$ cat src/hdl/sram_slot_map.vh
// register offsets, field positions and constants of the sram slot controller
`ifndef SRAM_SLOT_MAP_VH
`define SRAM_SLOT_MAP_VH
// ***********************************************************
// register byte offsets
// ***********************************************************
`define REG_CTRL 8'h00
`define REG_STATUS 8'h04
`define REG_WRPTR 8'h08
`define REG_RDPTR 8'h0C
`define REG_HOSTDATA 8'h10
`define REG_PIXDATA 8'h14
`define REG_DRIVE 8'h18
// ***********************************************************
// control fields
// ***********************************************************
`define CTRL_SIZE_LSB 0
`define CTRL_ACC_LSB 2
`define CTRL_DPI600_BIT 4
`define CTRL_SCAN_BIT 5
`define CTRL_RESET 32'h0000_0000
`define DRIVE_LSB 2
// ***********************************************************
// encodings and counts
// ***********************************************************
`define SIZE_64K 2'h0
`define SIZE_128K 2'h1
`define SIZE_256K 2'h2
`define ACC_8B4S 2'h0
`define ACC_8B8S 2'h1
`define ACC_12B4S 2'h2
`define ACC_12B8S 2'h3
`define COEF_300 18'h04000
`define COEF_600 18'h08000
`define PIX_MAX_300 13'h0AA9
`define PIX_MAX_600 13'h1554
`define SLOTS_PER_PIXEL 8
`define RESP_OKAY 2'h0
`define RESP_SLVERR 2'h2
`endif

$ cat src/hdl/scanner_sram_slot_controller.v
// external sram slot controller with axi4-lite register access
//
// Overview of operation
// - 300 dpi: 16 KB coefficient region, up to 2729 pixels.
// - 600 dpi: 32 KB coefficient region, up to 5460 pixels.
// - remaining memory is a circular image buffer, pixel writes, host reads.
// - memory size selectable: 64K, 128K or 256K bytes.
// - 64K: address lines 0-15, line 16 is inverse of line 15.
// - 128K: address lines 0-16, line 17 is inverse of line 16.
// - 256K: all eighteen address lines as plain binary.
// - four access modes: 8b/4 slot, 8b/8 slot, 12b/4 slot, 12b/8 slot.
// - pixel period is eight master clocks; coefficients fetched every period.
// - 8b/4 slot: coefficient reads, pixel write, host read take two clocks.
// - 8b/8 slot: every read access takes one clock.
// - 8b/8 slot: four host-read slots per pixel period.
// - 12-bit samples stored as high byte (4 msbs) then low byte.
// - 12b/4 slot: host slot writes second byte; no host reads while scanning.
// - 12b/8 slot: coefficient and host byte reads one clock each.
// - 12b/8 slot: high and low byte writes get two clocks each.
// - 12b/8 slot: host reads run concurrently with scanning.
// - drive strength of memory outputs follows a two-bit setting.
//
// The AXI4-Lite interface to the registers and the register addresses were left to the implementer.
`timescale 1ns/1ps
`include "sram_slot_map.vh"
module scanner_sram_slot_controller #(
	parameter AW = 18,
	parameter SLOTS = `SLOTS_PER_PIXEL
) (
	input wire clk_sys,
	input wire rst_b,
	input wire [7:0] s_axi_awaddr,
	input wire s_axi_awvalid,
	output wire s_axi_awready,
	input wire [31:0] s_axi_wdata,
	input wire [3:0] s_axi_wstrb,
	input wire s_axi_wvalid,
	output wire s_axi_wready,
	output reg [1:0] s_axi_bresp,
	output reg s_axi_bvalid,
	input wire s_axi_bready,
	input wire [7:0] s_axi_araddr,
	input wire s_axi_arvalid,
	output wire s_axi_arready,
	output reg [31:0] s_axi_rdata,
	output reg [1:0] s_axi_rresp,
	output reg s_axi_rvalid,
	input wire s_axi_rready,
	input wire pixValid,
	input wire [11:0] pixData,
	output reg pixReady,
	output reg [7:0] coefOffset,
	output reg [7:0] coefGain,
	output reg coefValid,
	output reg [AW-1:0] memAddr,
	output reg [7:0] memDataOut,
	input wire [7:0] memDataIn,
	output reg memDataOe_b,
	output reg memRd_b,
	output reg memWr_b,
	output wire [1:0] memDrive,
	output reg pixelStrobe
);
	// ***********************************************************
	// slot kinds
	// ***********************************************************
	localparam K_IDLE = 3'h0;
	localparam K_COFS = 3'h1;
	localparam K_CGAIN = 3'h2;
	localparam K_WLO = 3'h3;
	localparam K_WHI = 3'h4;
	localparam K_HOST = 3'h5;

	// slot kind for mode and phase of the pixel period
	function [2:0] slotKind;
		input [1:0] acc;
		input [2:0] ph;
		begin
			case (acc)
				`ACC_8B4S: begin
					case (ph[2:1])
						2'h0: slotKind = K_COFS;
						2'h1: slotKind = K_CGAIN;
						2'h2: slotKind = K_WLO;
						default: slotKind = K_HOST;
					endcase
				end
				`ACC_8B8S: begin
					case (ph)
						3'h0: slotKind = K_COFS;
						3'h1: slotKind = K_CGAIN;
						3'h2, 3'h3: slotKind = K_WLO;
						default: slotKind = K_HOST;
					endcase
				end
				// host slot carries the second byte write
				`ACC_12B4S: begin
					case (ph[2:1])
						2'h0: slotKind = K_COFS;
						2'h1: slotKind = K_CGAIN;
						2'h2: slotKind = K_WHI;
						default: slotKind = K_WLO;
					endcase
				end
				default: begin
					case (ph)
						3'h0: slotKind = K_COFS;
						3'h1: slotKind = K_CGAIN;
						3'h2, 3'h3: slotKind = K_WHI;
						3'h4, 3'h5: slotKind = K_WLO;
						default: slotKind = K_HOST;
					endcase
				end
			endcase
		end
	endfunction

	// ***********************************************************
	// registers
	// ***********************************************************
	reg [31:0] ctrl_r;
	reg [1:0] drive_r;
	reg [AW-1:0] wrPtr_r;
	reg [AW-1:0] rdPtr_r;
	reg [AW:0] level_r;
	reg [12:0] pixIdx_r;
	reg [2:0] phase_r;
	reg [7:0] hostData_r;
	reg hostValid_r;
	reg hostReq_r;
	reg [11:0] pixHold_r;
	reg scanRun_r;
	reg capOfs_r;
	reg capGain_r;
	reg capHost_r;
	reg pixHave_r;
	reg awHave_r;
	reg wHave_r;
	reg [7:0] awAddr_r;
	reg [31:0] wData_r;
	reg [3:0] wStrb_r;

	wire [1:0] sizeSel = ctrl_r[`CTRL_SIZE_LSB+1:`CTRL_SIZE_LSB];
	wire [1:0] accMode = ctrl_r[`CTRL_ACC_LSB+1:`CTRL_ACC_LSB];
	wire dpi600 = ctrl_r[`CTRL_DPI600_BIT];
	wire scanOn = ctrl_r[`CTRL_SCAN_BIT];
	assign memDrive = drive_r;

	// ***********************************************************
	// memory layout
	// ***********************************************************
	// coefficient region size
	wire [AW-1:0] coefBytes = dpi600 ? `COEF_600 : `COEF_300;
	wire [12:0] pixMax = dpi600 ? `PIX_MAX_600 : `PIX_MAX_300;
	reg [AW:0] memBytes;
	always @* begin
		case (sizeSel)
			`SIZE_64K: memBytes = 19'h10000;
			`SIZE_128K: memBytes = 19'h20000;
			default: memBytes = 19'h40000;
		endcase
	end
	wire [AW:0] bufBytes = memBytes - {1'b0, coefBytes};
	wire [AW-1:0] bufTop = memBytes[AW-1:0] - 18'h00001;
	wire bufFull = (level_r >= bufBytes - 19'h00001);
	wire bufEmpty = (level_r == 19'h00000);

	function [AW-1:0] ptrInc;
		input [AW-1:0] p;
		input [AW-1:0] top;
		input [AW-1:0] base;
		begin
			ptrInc = (p == top) ? base : p + 18'h00001;
		end
	endfunction

	// ***********************************************************
	// slot sequencer
	// ***********************************************************
	wire [2:0] kindRaw = slotKind(accMode, phase_r);
	// second-byte slot serves the host once scanning stops
	wire [2:0] kind = (accMode == `ACC_12B4S && !scanRun_r &&
		phase_r[2:1] == 2'h3) ? K_HOST : kindRaw;
	// two-clock slots act on their second clock
	wire twoClk = (accMode == `ACC_8B4S) || (accMode == `ACC_12B4S) ||
		(kind == K_WHI) || (kind == K_WLO);
	wire slotEnd = !twoClk || phase_r[0];
	wire is12 = accMode[1];
	// no host reads in half duplex while scanning
	wire hostAllowed = !(accMode == `ACC_12B4S && scanRun_r);
	// full duplex permits host reads during scanning
	wire hostGo = (kind == K_HOST) && hostAllowed && hostReq_r &&
		!hostValid_r && !capHost_r && !bufEmpty;
	wire wrGo = scanRun_r && pixHave_r && !bufFull;
	wire doWrite = wrGo && (kind == K_WLO || (kind == K_WHI && is12));
	wire doRead = (kind == K_COFS) || (kind == K_CGAIN) || hostGo;
	wire wrDone = slotEnd && wrGo && (kind == K_WLO);
	wire hiDone = slotEnd && wrGo && (kind == K_WHI) && is12;
	wire hostDone = slotEnd && hostGo;

	// logical address for this slot
	reg [AW-1:0] logAddr;
	always @* begin
		case (kind)
			K_COFS: logAddr = {{(AW-15){1'b0}}, pixIdx_r, 2'h0};
			K_CGAIN: logAddr = {{(AW-15){1'b0}}, pixIdx_r, 2'h1};
			K_WLO, K_WHI: logAddr = wrPtr_r;
			default: logAddr = rdPtr_r;
		endcase
	end
	reg [AW-1:0] physAddr;
	always @* begin
		physAddr = logAddr;
		case (sizeSel)
			`SIZE_64K: physAddr = {1'b0, ~logAddr[15], logAddr[15:0]};
			`SIZE_128K: physAddr = {~logAddr[16], logAddr[16:0]};
			default: physAddr = logAddr;
		endcase
	end
	wire [7:0] wrByte = (kind == K_WHI) ? {4'h0, pixHold_r[11:8]} :
		(is12 ? pixHold_r[7:0] : pixHold_r[11:4]);

	// pixel period counter and memory pins
	always @(posedge clk_sys or negedge rst_b) begin
		if (!rst_b) begin
			phase_r <= 3'h0;
			pixIdx_r <= 13'h0000;
			memAddr <= 18'h00000;
			memDataOut <= 8'h00;
			memDataOe_b <= 1'b1;
			memRd_b <= 1'b1;
			memWr_b <= 1'b1;
			coefOffset <= 8'h00;
			coefGain <= 8'h00;
			coefValid <= 1'b0;
			pixelStrobe <= 1'b0;
			scanRun_r <= 1'b0;
			capOfs_r <= 1'b0;
			capGain_r <= 1'b0;
		end else begin
			phase_r <= phase_r + 3'h1;
			pixelStrobe <= (phase_r == 3'h7);
			memAddr <= physAddr;
			memDataOut <= wrByte;
			memDataOe_b <= !doWrite;
			memRd_b <= !doRead;
			memWr_b <= !doWrite;
			// read data shows on the pins one clock after the slot
			capOfs_r <= slotEnd && kind == K_COFS;
			capGain_r <= slotEnd && kind == K_CGAIN;
			coefValid <= capGain_r;
			if (capOfs_r)
				coefOffset <= memDataIn;
			if (capGain_r)
				coefGain <= memDataIn;
			if (phase_r == 3'h7) begin
				scanRun_r <= scanOn;
				pixIdx_r <= (!scanOn || pixIdx_r == pixMax) ? 13'h0000 :
					pixIdx_r + 13'h0001;
			end
		end
	end

	wire arFire = s_axi_arvalid && s_axi_arready;
	wire hostRead = arFire && (s_axi_araddr == `REG_HOSTDATA) && hostValid_r;

	always @(posedge clk_sys or negedge rst_b) begin
		if (!rst_b) begin
			wrPtr_r <= `COEF_300;
			rdPtr_r <= `COEF_300;
			level_r <= 19'h00000;
			pixHold_r <= 12'h000;
			pixHave_r <= 1'b0;
			pixReady <= 1'b0;
			hostData_r <= 8'h00;
			hostValid_r <= 1'b0;
			capHost_r <= 1'b0;
		end else begin
			pixReady <= !pixHave_r && !pixReady;
			if (pixValid && pixReady) begin
				pixHold_r <= pixData;
				pixHave_r <= 1'b1;
				pixReady <= 1'b0;
			end
			if (!scanOn) begin
				wrPtr_r <= (level_r == 19'h00000) ? coefBytes : wrPtr_r;
			end
			if (wrDone || hiDone)
				wrPtr_r <= ptrInc(wrPtr_r, bufTop, coefBytes);
			if (wrDone)
				pixHave_r <= 1'b0;
			capHost_r <= hostDone;
			if (hostDone)
				rdPtr_r <= ptrInc(rdPtr_r, bufTop, coefBytes);
			if (level_r == 19'h00000 && !scanOn && !hostDone)
				rdPtr_r <= coefBytes;
			level_r <= level_r + {18'h0, (wrDone || hiDone)} -
				{18'h0, hostDone};
			if (hostRead)
				hostValid_r <= 1'b0;
			if (capHost_r) begin
				hostData_r <= memDataIn;
				hostValid_r <= 1'b1;
			end
		end
	end

	// ***********************************************************
	// axi4-lite slave
	// ***********************************************************
	assign s_axi_awready = !awHave_r && !s_axi_bvalid;
	assign s_axi_wready = !wHave_r && !s_axi_bvalid;
	assign s_axi_arready = !s_axi_rvalid;
	wire doWr = awHave_r && wHave_r;

	always @(posedge clk_sys or negedge rst_b) begin
		if (!rst_b) begin
			awHave_r <= 1'b0;
			wHave_r <= 1'b0;
			awAddr_r <= 8'h00;
			wData_r <= 32'h0000_0000;
			wStrb_r <= 4'h0;
			s_axi_bvalid <= 1'b0;
			s_axi_bresp <= `RESP_OKAY;
			s_axi_rvalid <= 1'b0;
			s_axi_rresp <= `RESP_OKAY;
			s_axi_rdata <= 32'h0000_0000;
			ctrl_r <= `CTRL_RESET;
			drive_r <= 2'h0;
			hostReq_r <= 1'b0;
		end else begin
			if (s_axi_awvalid && s_axi_awready) begin
				awHave_r <= 1'b1;
				awAddr_r <= s_axi_awaddr;
			end
			if (s_axi_wvalid && s_axi_wready) begin
				wHave_r <= 1'b1;
				wData_r <= s_axi_wdata;
				wStrb_r <= s_axi_wstrb;
			end
			if (doWr) begin
				awHave_r <= 1'b0;
				wHave_r <= 1'b0;
				s_axi_bvalid <= 1'b1;
				s_axi_bresp <= `RESP_OKAY;
				case (awAddr_r)
					`REG_CTRL: if (wStrb_r[0])
						ctrl_r <= {26'h0, wData_r[5:0]};
					`REG_DRIVE: if (wStrb_r[0])
						drive_r <= wData_r[`DRIVE_LSB+1:`DRIVE_LSB];
					default: s_axi_bresp <= `RESP_SLVERR;
				endcase
			end else if (s_axi_bvalid && s_axi_bready)
				s_axi_bvalid <= 1'b0;
			// host requests a byte whenever the buffer is not empty and none is held
			if (hostValid_r)
				hostReq_r <= 1'b0;
			else if (!bufEmpty)
				hostReq_r <= 1'b1;
			if (arFire) begin
				s_axi_rvalid <= 1'b1;
				s_axi_rresp <= `RESP_OKAY;
				case (s_axi_araddr)
					`REG_CTRL: s_axi_rdata <= ctrl_r;
					`REG_STATUS: s_axi_rdata <= {26'h0, hostValid_r,
						pixHave_r, bufEmpty, bufFull, 2'h0};
					`REG_WRPTR: s_axi_rdata <= {14'h0, wrPtr_r};
					`REG_RDPTR: s_axi_rdata <= {14'h0, rdPtr_r};
					`REG_HOSTDATA: s_axi_rdata <= {23'h0, hostValid_r,
						hostData_r};
					`REG_PIXDATA: s_axi_rdata <= {13'h0, level_r};
					`REG_DRIVE: s_axi_rdata <= {28'h0, drive_r, 2'h0};
					default: begin
						s_axi_rdata <= 32'h0000_0000;
						s_axi_rresp <= `RESP_SLVERR;
					end
				endcase
			end else if (s_axi_rvalid && s_axi_rready)
				s_axi_rvalid <= 1'b0;
		end
	end
endmodule // scanner_sram_slot_controller

$ cat config.mk
export PLATFORM = sky130hd
export DESIGN_NAME = scanner_sram_slot_controller
export DESIGN_NICKNAME = d
export VERILOG_FILES = /design/src/hdl/scanner_sram_slot_controller.v
export VERILOG_INCLUDE_DIRS = /design/src /design/src/hdl
export SDC_FILE = /design/constraint.sdc
export NUM_CORES = 1
export LEC_CHECK = 0
export ABC_AREA = 1
export ABC_CLOCK_PERIOD_IN_PS = 4700
export BUFFER_PORTS_ARGS = -buffer_cell sky130_fd_sc_hd__clkbuf_2
export CAP_MARGIN = 10
export CORE_ASPECT_RATIO = 1.1
export CORE_UTILIZATION = 45
export DETAILED_ROUTE_END_ITERATION = 16
export PLACE_DENSITY = 0.67
export REMOVE_ABC_BUFFERS = 1
export SLEW_MARGIN = 5
export SYNTH_ARGS = -nofsm -noshare
export SYNTH_HDL_FRONTEND = slang
export SYNTH_SLANG_ARGS = --single-unit
export TNS_END_PERCENT = 30
$ cat constraint.sdc
create_clock -name clk_sys -period 4.7 [get_ports clk_sys]
set_input_delay 0.47 -clock clk_sys [delete_from_list [all_inputs] [get_ports clk_sys]]
set_output_delay 0.47 -clock clk_sys [all_outputs]
set_load 0.02 [all_outputs]
==> out/qor.csv, run 1 <==
metric,value,unit
die area,24500,um^2
Final ANT Viol Nets,0,
number of global-route vias before repair,8626,
Tmin final,4.28,ns
layout cells sized above 1,17.3,%
crit path max fanout,7,
Yosys warning count,0,
final setup fails,0,
Area after DPL,11700,um^2
R2R depth,20,
CTS Buffer Depth,2,
Max-Cap Viols,0,
H-tree Lvls,4,
ys async rst share,100,%
Crit. End Element,register,
Fin Hold WS,0.0760,ns
buffers added on ports,126,
total placed cells including tap cells,1670,
status,"finished, final reports clean",
first-pass GRT wire length,45800,um
setup TNS,0,ns
"Seq/Total Area, Yosys",45.1,%
count of cell types in the netlist,49,
"worst slack, placed",0.362,ns
sequential share of power,36.8,%
Clock transition at path regs,0.08,ns
drt pass-1 iters,6,
clock root cell,clkbuf_16,
largest stage delay on the critical path,0.49,ns
worst flop-to-flop path startpoint,ctrl_r[1]$_DFFE_PN0P_,
critical path class,register to register,
WL/cell,16.6,um
Starting Density,46.3,%
Relative slew margins,43.3,%
critical path's slowest cell,dfrtp_1,
Top Ports,171,
total leakage power,6.08,nW
GPL Wtd Cong,0.901,
total number of vias,8925,
Tightest Pin Transition,0.843,ns
"Top FF cell, synth",dfrtp_1,
Post-Route WL,28300,um
# nets final,1528,
DR vias/cell,5.24,
"FF+latch count, synth",193,
Worst Path Required,5.06,ns
FF/Latch Area,4840,um^2
CP Cell Sequence,nor2_1 -> ha_1 -> a21oi_1 -> o21ai_0 -> a21oi_1 -> nand4_1 -> a21oi_4 -> nand2_4 -> ha_1 -> inv_1 -> ha_1 -> inv_1 -> fa_1 -> o21ai_0 -> nand2_1 -> nand2_1 -> a21oi_1 -> o21ai_0 -> buf_4 -> xor2_1,
FILL cells,2177,
total grt overflow,0,
Crit path arrival time,4.64,ns
largest net degree at the start of global routing,104,
final non-filler cell total,1702,
Clock power frac,21.1,%
final worst slack,0.420,ns
overall power,6.80,mW
Area growth syn-to-layout,14.2,%
P_int,3.90,mW
CP startpoint kind,register,
Switching Share,42.7,%
total track usage,24.3,%
DRT iter0 DRCs,654,
row cnt,58,
chip height,164,um
Logic pwr share,42.2,%
P_sw,2.90,mW
"Period Utilization, post-route",91.1,%
design area,12200,um^2
clk_lat worst skew,0.44,ns
fmax,0.234,GHz
reg2reg end,level_r[14]$_DFF_PN0_,
DRC viols,0,
Pwr Density,555,nW/um^2
R2R Setup Slk,0.42,ns
RSZ-0062 raised after global routing,false,
Num CTS Buffers,17,
core area,23100,um^2
Max IR drop VDD,361,uV
post-synthesis cell count,1256,
Die Width,149,um
multi-input gate area in the final layout,5090,um^2
ant diodes,0,
Hold Crit Class,primary input to asynchronous set/reset pin,
CTS tree,built,
Slew Limit Fails,0,
final design utilization,52.9,%
worst clock skew,0.0101,ns
"Setup Fix Bufs, Post-CTS",0,
dpl hpwl,21500,um
number of synthesized flops with an enable pin,0,
initial antenna violation count,0,
Mapped Avg Cell Area,8.54,um^2
# clock sinks,193,
area of the mapped netlist,10700,um^2
Final Hold Fails,0,
## cells in the mapped netlist (2+ instances only)
cell type / number / area [um^2]
nor4_1: 8 / 50.1
nand4_1: 27 / 169
nor2_1: 95 / 357
a211oi_1: 5 / 37.5
o221ai_1: 13 / 114
o22ai_1: 12 / 75.1
o21ai_0: 68 / 340
a221oi_1: 3 / 26.3
nor2_2: 2 / 12.5
nand3_2: 2 / 20.0
o21ai_1: 21 / 105
dfstp_2: 4 / 105
nand3b_1: 6 / 45.0
buf_4: 18 / 135
dfrtp_1: 189 / 4730
nor2_4: 3 / 33.8
a21oi_1: 49 / 245
nand3_1: 53 / 265
a21o_1: 4 / 30.0
xnor2_1: 6 / 52.6
inv_1: 150 / 563
buf_6: 4 / 45.0
nand2_2: 6 / 37.5
a31oi_1: 5 / 31.3
o21ai_2: 2 / 17.5
nor3_1: 28 / 140
ha_1: 58 / 726
o211ai_1: 11 / 82.6
conb_1: 2 / 7.51
or2_2: 3 / 18.8
nand2_1: 271 / 1020
xor2_1: 48 / 420
o41ai_1: 2 / 17.5
mux2_2: 33 / 372
clkbuf_1: 19 / 71.3
buf_2: 3 / 15.0
inv_2: 5 / 18.8
nand2_4: 5 / 56.3
o31ai_1: 3 / 22.5
## cell type report
| cell class | instances | area share [%] |
|---|---|---|
| Timing Repair Buffer | 144 | 6.43 |
| Clock inverter | 14 | 1.16 |
| Inverter | 156 | 4.78 |
| Sequential cell | 193 | 39.5 |
| Multi-Input combinational cell | 877 | 41.6 |
| Clock buffer | 18 | 3.51 |
| Tap cell | 300 | 3.07 |
## how the worst max path moves through the flow
stage	from	end	depth (start not counted)
after detailed placement	phase_r[1]$_DFF_PN0_	level_r[12]$_DFF_PN0_	29
after global routing	phase_r[1]$_DFF_PN0_	level_r[12]$_DFF_PN0_	29
final	ctrl_r[1]$_DFFE_PN0P_	level_r[14]$_DFF_PN0_	20
after CTS	phase_r[1]$_DFF_PN0_	level_r[12]$_DFF_PN0_	29
after floorplan	phase_r[1]$_DFF_PN0_	level_r[12]$_DFF_PN0_	29
after global placement	phase_r[1]$_DFF_PN0_	level_r[12]$_DFF_PN0_	29
## routing by layer
layer | wire length (um) | global-route usage (%) | share of wire (%)
met5 | 0 | 0 | 0
met4 | 503 | 6.86 | 1.8
met3 | 1590 | 4.28 | 5.6
met2 | 13200 | 39.2 | 47
met1 | 12900 | 33.5 | 46
## kinds of logic (layout without fill, tap and decap cells)
kind of cell | after synthesis | in the layout | synth area share (%)
AND/OR/NAND/NOR | 512 | 512 | 20.9
buffers and inverters | 200 | 332 | 7.95
adder cells (fa/ha/maj) | 59 | 59 | 6.95
XOR/XNOR | 54 | 54 | 4.41
flip-flops | 193 | 193 | 45.1
other | 2 | 16 | 0.0700
multiplexers | 33 | 33 | 3.47
AO/OA/AOI/OAI | 203 | 203 | 11.1
## registers in the layout (all words and copies together), names as in the netlist, 2 cells and up
signal / flops
s_axi_rdata: 19
ctrl_r: 6
wrPtr_r: 18
coefGain: 8
pixHold_r: 12
memDrive: 2
awAddr_r: 8
hostData_r: 8
memAddr: 18
pixIdx_r: 13
memDataOut: 8
phase_r: 3
level_r: 19
wData_r: 6
coefOffset: 8
rdPtr_r: 18
## worst max-delay path, delay by kind of cell, from the launching register on
family / cells / cell delay [ns]
AOI/OAI and AO/OA: 7 / 1.41
xor gates and xnor gates: 1 / 0.15
adders and majority gates: 4 / 1.09
buffers and inverters: 3 / 0.30
DFF: 1 / 0.49
and+or+nand+nor: 5 / 0.75
## placed cells by master (no fill, tap or decap), types with 8 or more instances in the layout
cell | synthesis | final
mux2_2 | 33 | 33
o211ai_1 | 11 | 11
clkbuf_2 | 0 | 125
xor2_1 | 48 | 48
o21ai_0 | 68 | 67
nor3_1 | 28 | 28
nor2_1 | 95 | 95
clkbuf_16 | 0 | 17
nor4_1 | 8 | 8
o221ai_1 | 13 | 13
nand3_1 | 53 | 53
inv_1 | 150 | 150
dfrtp_1 | 189 | 188
a21oi_1 | 49 | 49
o21ai_1 | 21 | 22
o22ai_1 | 12 | 12
ha_1 | 58 | 58
buf_4 | 18 | 17
nand4_1 | 27 | 27
nand2_1 | 271 | 271
conb_1 | 2 | 16
## timing repair
item	4_1_cts	5_1_grt
hold buffers	0	0
resized for setup	0	2
setup endpoints to repair	0	6
## power by group through the flow
| stage | logic, mW | clock network (mW) | registers, mW |
|---|---|---|---|
| after floorplan | 1.80 | 0 | 2.63 |
| after global placement | 2.80 | 0 | 2.51 |
| after detailed placement | 2.85 | 0 | 2.52 |
| after CTS | 2.87 | 1.46 | 2.50 |
| after global routing | 3.21 | 1.52 | 2.56 |
| final | 2.87 | 1.43 | 2.50 |
No activity file was read; power rests on OpenSTA's default activity.
==> inputs of run 2 (changes only) <==
Settings changed: CORE_ASPECT_RATIO 1.1 to unset.
==> run 2 against run 1 <==
  * Combinational power about the same
  * Critical path type unchanged
  * Fmax decreased by 0.93%
  * Wire length decreased by 0.71%
  * First-iteration DRC count decreased by 14%
  * Via count increased by 0.16%
  * Non-clock buffer count decreased by 3
  * Power increased by 1.4%
  * Worst setup slack got worse by 0.040 ns
  * Critical path depth increased by 4
  * Utilization decreased by 0.35 points
  * Clock skew decreased by 0.0016 ns
==> out/qor.csv, run 2 (same netlist as run 1, synthesis figures left out) <==
metric,value,unit,change
number of global-route vias before repair,8381,,was 8626
fmax,0.231,GHz,was 0.234 GHz
CP startpoint kind,register,,unchanged
Crit path arrival time,4.65,ns,was 4.64 ns
total track usage,23.5,%,was 24.3%
H-tree Lvls,4,,unchanged
clk_lat worst skew,0.44,ns,about the same
top sig layer,met4,,unchanged
first-pass GRT wire length,44100,um,was 45800 um
"Setup Fix Bufs, Post-CTS",0,,unchanged
CTS tree,built,,unchanged
chip height,156,um,was 164 um
Tightest Pin Transition,0.845,ns,was 0.843 ns
# clock sinks,193,,unchanged
Pwr Density,561,nW/um^2,was 555 nW/um^2
buffers added on ports,126,,unchanged
Fin Hold WS,0.0916,ns,was 0.0760 ns
# nets final,1525,,was 1528
dpl hpwl,21100,um,was 21500 um
R2R depth,24,,was 20
CTS Buffer Depth,2,,unchanged
total number of vias,8939,,was 8925
Crit. End Element,register,,unchanged
largest net degree at the start of global routing,100,,was 104
DR vias/cell,5.20,,was 5.24
"commonest non-fill, non-tap cell in the layout",nand2_1,,unchanged
CP Cell Sequence,nor2_1 -> ha_1 -> a21oi_1 -> o21ai_0 -> a21oi_1 -> nand4_1 -> a21oi_4 -> nand2_4 -> ha_1 -> inv_1 -> ha_1 -> inv_1 -> fa_1 -> o21ai_1 -> nand2_1 -> nand2_1 -> a21oi_1 -> o21ai_0 -> buf_4 -> nand2_1 -> nand2_1 -> nand2_1 -> nand3_1 -> nand2_1,,was nor2_1 -> ha_1 -> a21oi_1 -> o21ai_0 -> a21oi_1 -> nand4_1 -> a21oi_4 -> nand2_4 -> ha_1 -> inv_1 -> ha_1 -> inv_1 -> fa_1 -> o21ai_0 -> nand2_1 -> nand2_1 -> a21oi_1 -> o21ai_0 -> buf_4 -> xor2_1
Starting Density,45.8,%,was 46.3%
worst clock skew,0.00844,ns,was 0.0101 ns
DRT iter0 DRCs,560,,was 654
overall power,6.89,mW,was 6.80 mW
Clock transition at path regs,0.07,ns,was 0.08 ns
Max-Cap Viols,0,,unchanged
Top Ports,171,,unchanged
final worst slack,0.380,ns,was 0.420 ns
Worst Path Required,5.03,ns,was 5.06 ns
GPL Wtd Cong,0.885,,was 0.901
routed length on met3,1810,um,was 1590 um
clock root cell,clkbuf_16,,unchanged
total placed cells including tap cells,1686,,was 1670
WL met2,12800,um,was 13200 um
"Period Utilization, post-route",91.9,%,was 91.1%
initial antenna violation count,0,,unchanged
Area growth syn-to-layout,14.7,%,was 14.2%
design area,12300,um^2,was 12200 um^2
final non-filler cell total,1718,,was 1702
status,"finished, final reports clean",,unchanged
FILL cells,2270,,was 2177
post-route met1 wirelength,12800,um,was 12900 um
CTS Hold Bufs,0,,unchanged
post-cts sizing count,0,,unchanged
largest stage delay on the critical path,0.40,ns,was 0.49 ns
worst flop-to-flop path startpoint,ctrl_r[1]$_DFFE_PN0P_,,unchanged
Num CTS Buffers,17,,unchanged
Post-Route WL,28100,um,was 28300 um
setup TNS,0,ns,unchanged
row cnt,56,,was 58
most frequent cells in the layout,"nand2_1 (271), dfrtp_1 (189), inv_1 (150), clkbuf_2 (125), nor2_1 (95)",,"was nand2_1 (271), dfrtp_1 (188), inv_1 (150), clkbuf_2 (125), nor2_1 (95)"
Final ANT Viol Nets,0,,unchanged
final setup fails,0,,unchanged
total leakage power,6.08,nW,about the same
Max IR drop VDD,326,uV,was 361 uV
RSZ-0062 raised after global routing,false,,unchanged
layout cells sized above 1,17.1,%,was 17.3%
Slew Limit Fails,0,,unchanged
final design utilization,52.5,%,was 52.9%
crit path max fanout,3,,was 7
critical path class,register to register,,unchanged
total grt overflow,0,,unchanged
"worst slack, placed",0.331,ns,was 0.362 ns
DRC viols,0,,unchanged
Hold Crit Class,primary input to asynchronous set/reset pin,,unchanged
Worst Setup SP,ctrl_r[1]$_DFFE_PN0P_,,unchanged
Relative slew margins,43.1,%,was 43.3%
core area,23400,um^2,was 23100 um^2
Area after DPL,11700,um^2,about the same
cell mode on critical path,nand2_1,,
drt pass-1 iters,6,,unchanged
die area,24500,um^2,about the same
WL/cell,16.3,um,was 16.6 um
ant diodes,0,,unchanged
Final Hold Fails,0,,unchanged
Regs by FF count,"level_r (19), s_axi_rdata (19)",,unchanged
Tmin final,4.32,ns,was 4.28 ns
critical path's slowest cell,fa_1,,was dfrtp_1
Die Width,156,um,was 149 um
-- run 2: cell types whose count changed in the layout (fill, tap and decap cells not counted), sizes merged --
cell	change
clkinv	-4
bufinv	+3
clkinvlp	+1
buf	-3
-- run 2: routing by layer --
layer,vias to the layer above,global-route usage [%]
met2,315,37.7
met3,42,3.93
met1,4208,32.3
met5,-,0
met4,0,7.98
li1,4374,-
-- run 2: area by class of cell --
type                    instances  area (um^2)  share of cell area (%)
flip-flops and latches        193         4830                    39.3
clock inverters                14          194                    1.58
multi-input cells             877         5090                    41.4
inverters                     156          586                    4.76
well taps                     319          399                    3.25
repair buffers                141          764                    6.22
clock buffers                  18          429                    3.49
-- run 2: power by group --
group          switching (mW)  total, mW  leakage (nW)  internal [mW]
Sequential              0.372       2.50          2.39           2.13
Combinational            1.80       2.84          3.39           1.03
Clock                   0.691       1.55         0.303          0.859
Total                    2.87       6.89          6.08           4.02
-- run 2: worst max-delay path, delay by kind of cell (launching register included) --
kind,cells,cell delay [ns]
buffers and inverters,3,0.26
adders and majority gates,4,1.14
AOI/OAI and AO/OA,7,1.25
and+or+nand+nor,10,1.16
DFF,1,0.38
-- run 2: worst paths after layout --
kind | to | slack (ns)
worst max-delay path | level_r[12]$_DFF_PN0_ | 0.38
worst min-delay path | coefGain[4]$_DFFE_PN0P_ | 0.09
worst max register to register | level_r[12]$_DFF_PN0_ | 0.38
worst min register to register | pixReady$_DFF_PN0_ | 0.46
max in group asynchronous | memRd_b$_DFF_PN1_ | 3.58
min in group clk_sys | s_axi_bvalid$_DFFE_PN0P_ | 0.21
==> inputs of run 3 (changes only) <==
Settings changed: CORE_ASPECT_RATIO set to 0.9.
==> run 3 against run 2 <==
  * Non-clock buffer count is 3 lower
  * Fmax is 1.1% higher
  * Cell count is 1.2% lower
  * Sequential cell count stayed put
  * Global-route usage is 0.35 points higher
  * Die area hardly changed
  * Via count is 0.94% higher
  * Sequential share of layout area hardly changed
  * Critical path depth is 6 higher
  * First-iteration DRC count is 39% higher
  * Largest cell class unchanged
==> out/qor.csv, run 3 (same netlist as run 1, synthesis figures left out) <==
metric,value,unit,change
post-cts sizing count,0,,unchanged
WL/cell,16.4,um,was 16.3 um
worst flop-to-flop path startpoint,phase_r[1]$_DFF_PN0_,,was ctrl_r[1]$_DFFE_PN0P_
Starting Density,45.9,%,was 45.8%
largest stage delay on the critical path,0.43,ns,was 0.40 ns
Worst Setup SP,phase_r[1]$_DFF_PN0_,,was ctrl_r[1]$_DFFE_PN0P_
Final ANT Viol Nets,0,,unchanged
number of global-route vias before repair,8538,,was 8381
Num CTS Buffers,17,,unchanged
CTS tree,built,,unchanged
Tightest Pin Transition,0.906,ns,was 0.845 ns
overall power,6.91,mW,was 6.89 mW
Post-Route WL,27900,um,was 28100 um
CTS Hold Bufs,0,,unchanged
total track usage,23.9,%,was 23.5%
Die Width,165,um,was 156 um
multi-input gate area in the final layout,5090,um^2,unchanged
die area,24500,um^2,about the same
fmax,0.234,GHz,was 0.231 GHz
CTS Buffer Depth,2,,unchanged
reg2reg end,level_r[12]$_DFF_PN0_,,unchanged
core area,23300,um^2,was 23400 um^2
Top Ports,171,,unchanged
row cnt,53,,was 56
Area growth syn-to-layout,14.6,%,was 14.7%
FF/Latch Area,4840,um^2,was 4830 um^2
Tmin final,4.27,ns,was 4.32 ns
"commonest non-fill, non-tap cell in the layout",nand2_1,,unchanged
ant diodes,0,,unchanged
CP startpoint kind,register,,unchanged
# clock sinks,193,,unchanged
total placed cells including tap cells,1666,,was 1686
Crit. End Element,register,,unchanged
final non-filler cell total,1698,,was 1718
R2R depth,30,,was 24
clk_lat worst skew,0.45,ns,was 0.44 ns
Worst path depth,30,,was 24
Max-Cap Viols,0,,unchanged
buffers added on ports,126,,unchanged
FILL cells,2223,,was 2270
clock root cell,clkbuf_16,,unchanged
Regs by FF count,"level_r (19), s_axi_rdata (19)",,unchanged
Crit path arrival time,4.61,ns,was 4.65 ns
drt pass-1 iters,6,,unchanged
R2R Setup Slk,0.43,ns,was 0.38 ns
"CP delay by family, top",simple AND/OR/NAND/NOR gates,,was compound AO/OA/AOI/OAI gates
setup TNS,0,ns,unchanged
most frequent cells in the layout,"nand2_1 (271), dfrtp_1 (188), inv_1 (150), clkbuf_2 (125), nor2_1 (95)",,"was nand2_1 (271), dfrtp_1 (189), inv_1 (150), clkbuf_2 (125), nor2_1 (95)"
"Setup Fix Bufs, Post-CTS",0,,unchanged
RSZ-0062 raised after global routing,false,,unchanged
Slew Limit Fails,0,,unchanged
GPL Wtd Cong,0.950,,was 0.885
# nets final,1522,,was 1525
critical path's slowest cell,dfrtp_2,,was fa_1
crit path max fanout,7,,was 3
total grt overflow,0,,unchanged
Clock transition at path regs,0.08,ns,was 0.07 ns
"Period Utilization, post-route",90.9,%,was 91.9%
layout cells sized above 1,17.0,%,was 17.1%
first-pass GRT wire length,44900,um,was 44100 um
initial antenna violation count,0,,unchanged
chip height,148,um,was 156 um
dpl hpwl,21000,um,was 21100 um
Relative slew margins,39.6,%,was 43.1%
DRT iter0 DRCs,779,,was 560
critical path endpoint,level_r[12]$_DFF_PN0_,,unchanged
largest net degree at the start of global routing,109,,was 100
Pwr Density,563,nW/um^2,was 561 nW/um^2
status,"finished, final reports clean",,unchanged
Final Hold Fails,0,,unchanged
DRC viols,0,,unchanged
Max IR drop VDD,381,uV,was 326 uV
worst clock skew,0.0184,ns,was 0.00844 ns
H-tree Lvls,4,,unchanged
Worst Path Required,5.04,ns,was 5.03 ns
Buf/Inv on CP,5,,was 3
Hold Crit Class,primary input to asynchronous set/reset pin,,unchanged
critical path class,register to register,,unchanged
DR vias/cell,5.31,,was 5.20
total leakage power,6.08,nW,about the same
cell mode on critical path,nand2_1,,unchanged
total number of vias,9023,,was 8939
final setup fails,0,,unchanged
[run 3: cell count changes in the layout (fill, tap and decap cells not counted), sizes merged]
cell,before,now
buf,15,12
bufinv,3,1
clkbuf,144,143
clkinv,4,9
clkinvlp,1,0
inv,162,161
[run 3: where the power goes]
part           internal, mW  switching, mW
sequential             2.13          0.371
combinational          1.04           1.80
clock                 0.790          0.779
[run 3: how the worst min path moves through the flow]
stage	startpoint	endpoint	slack (ns)
finish	rst_b	level_r[13]$_DFF_PN0_	0.15
global route	s_axi_bready	s_axi_bvalid$_DFFE_PN0P_	0.20
CTS	s_axi_bready	s_axi_bvalid$_DFFE_PN0P_	0.18
detailed placement	pixHave_r$_DFFE_PN0P_	pixReady$_DFF_PN0_	0.44
global placement	pixHave_r$_DFFE_PN0P_	pixReady$_DFF_PN0_	0.45
floorplan	rst_b	awAddr_r[0]$_DFFE_PN0P_	0.17
[run 3: through the flow]
step	hold WS (ns)	setup WS, ns	utilization, %	cell area [um^2]
2_1_floorplan	0.174	0.661	-	10500
3_3_place_gp	0.445	0.435	49.8	11600
3_5_place_dp	0.442	0.320	49.8	11600
4_1_cts	0.184	0.272	52.6	12300
5_1_grt	0.197	0.0563	52.6	12300
6_report	0.153	0.429	52.6	12300
[run 3: layer usage]
layer / up-vias / track usage [%] / part of all wire [%]
met5: - / 0 / 0
met4: 0 / 7.06 / 1.6
met3: 32 / 5.77 / 7.6
met2: 333 / 36.3 / 45
met1: 4282 / 33.7 / 46
li1: 4376 / - / -
[run 3: layout make-up]
type | instances | share of cell area, %
clock buffer | 17 | 3.46
clock inverter | 15 | 1.86
inverter | 156 | 4.77
multi-input combinational | 877 | 41.4
sequential | 193 | 39.4
tap | 302 | 3.08
timing repair buffer | 138 | 6.04
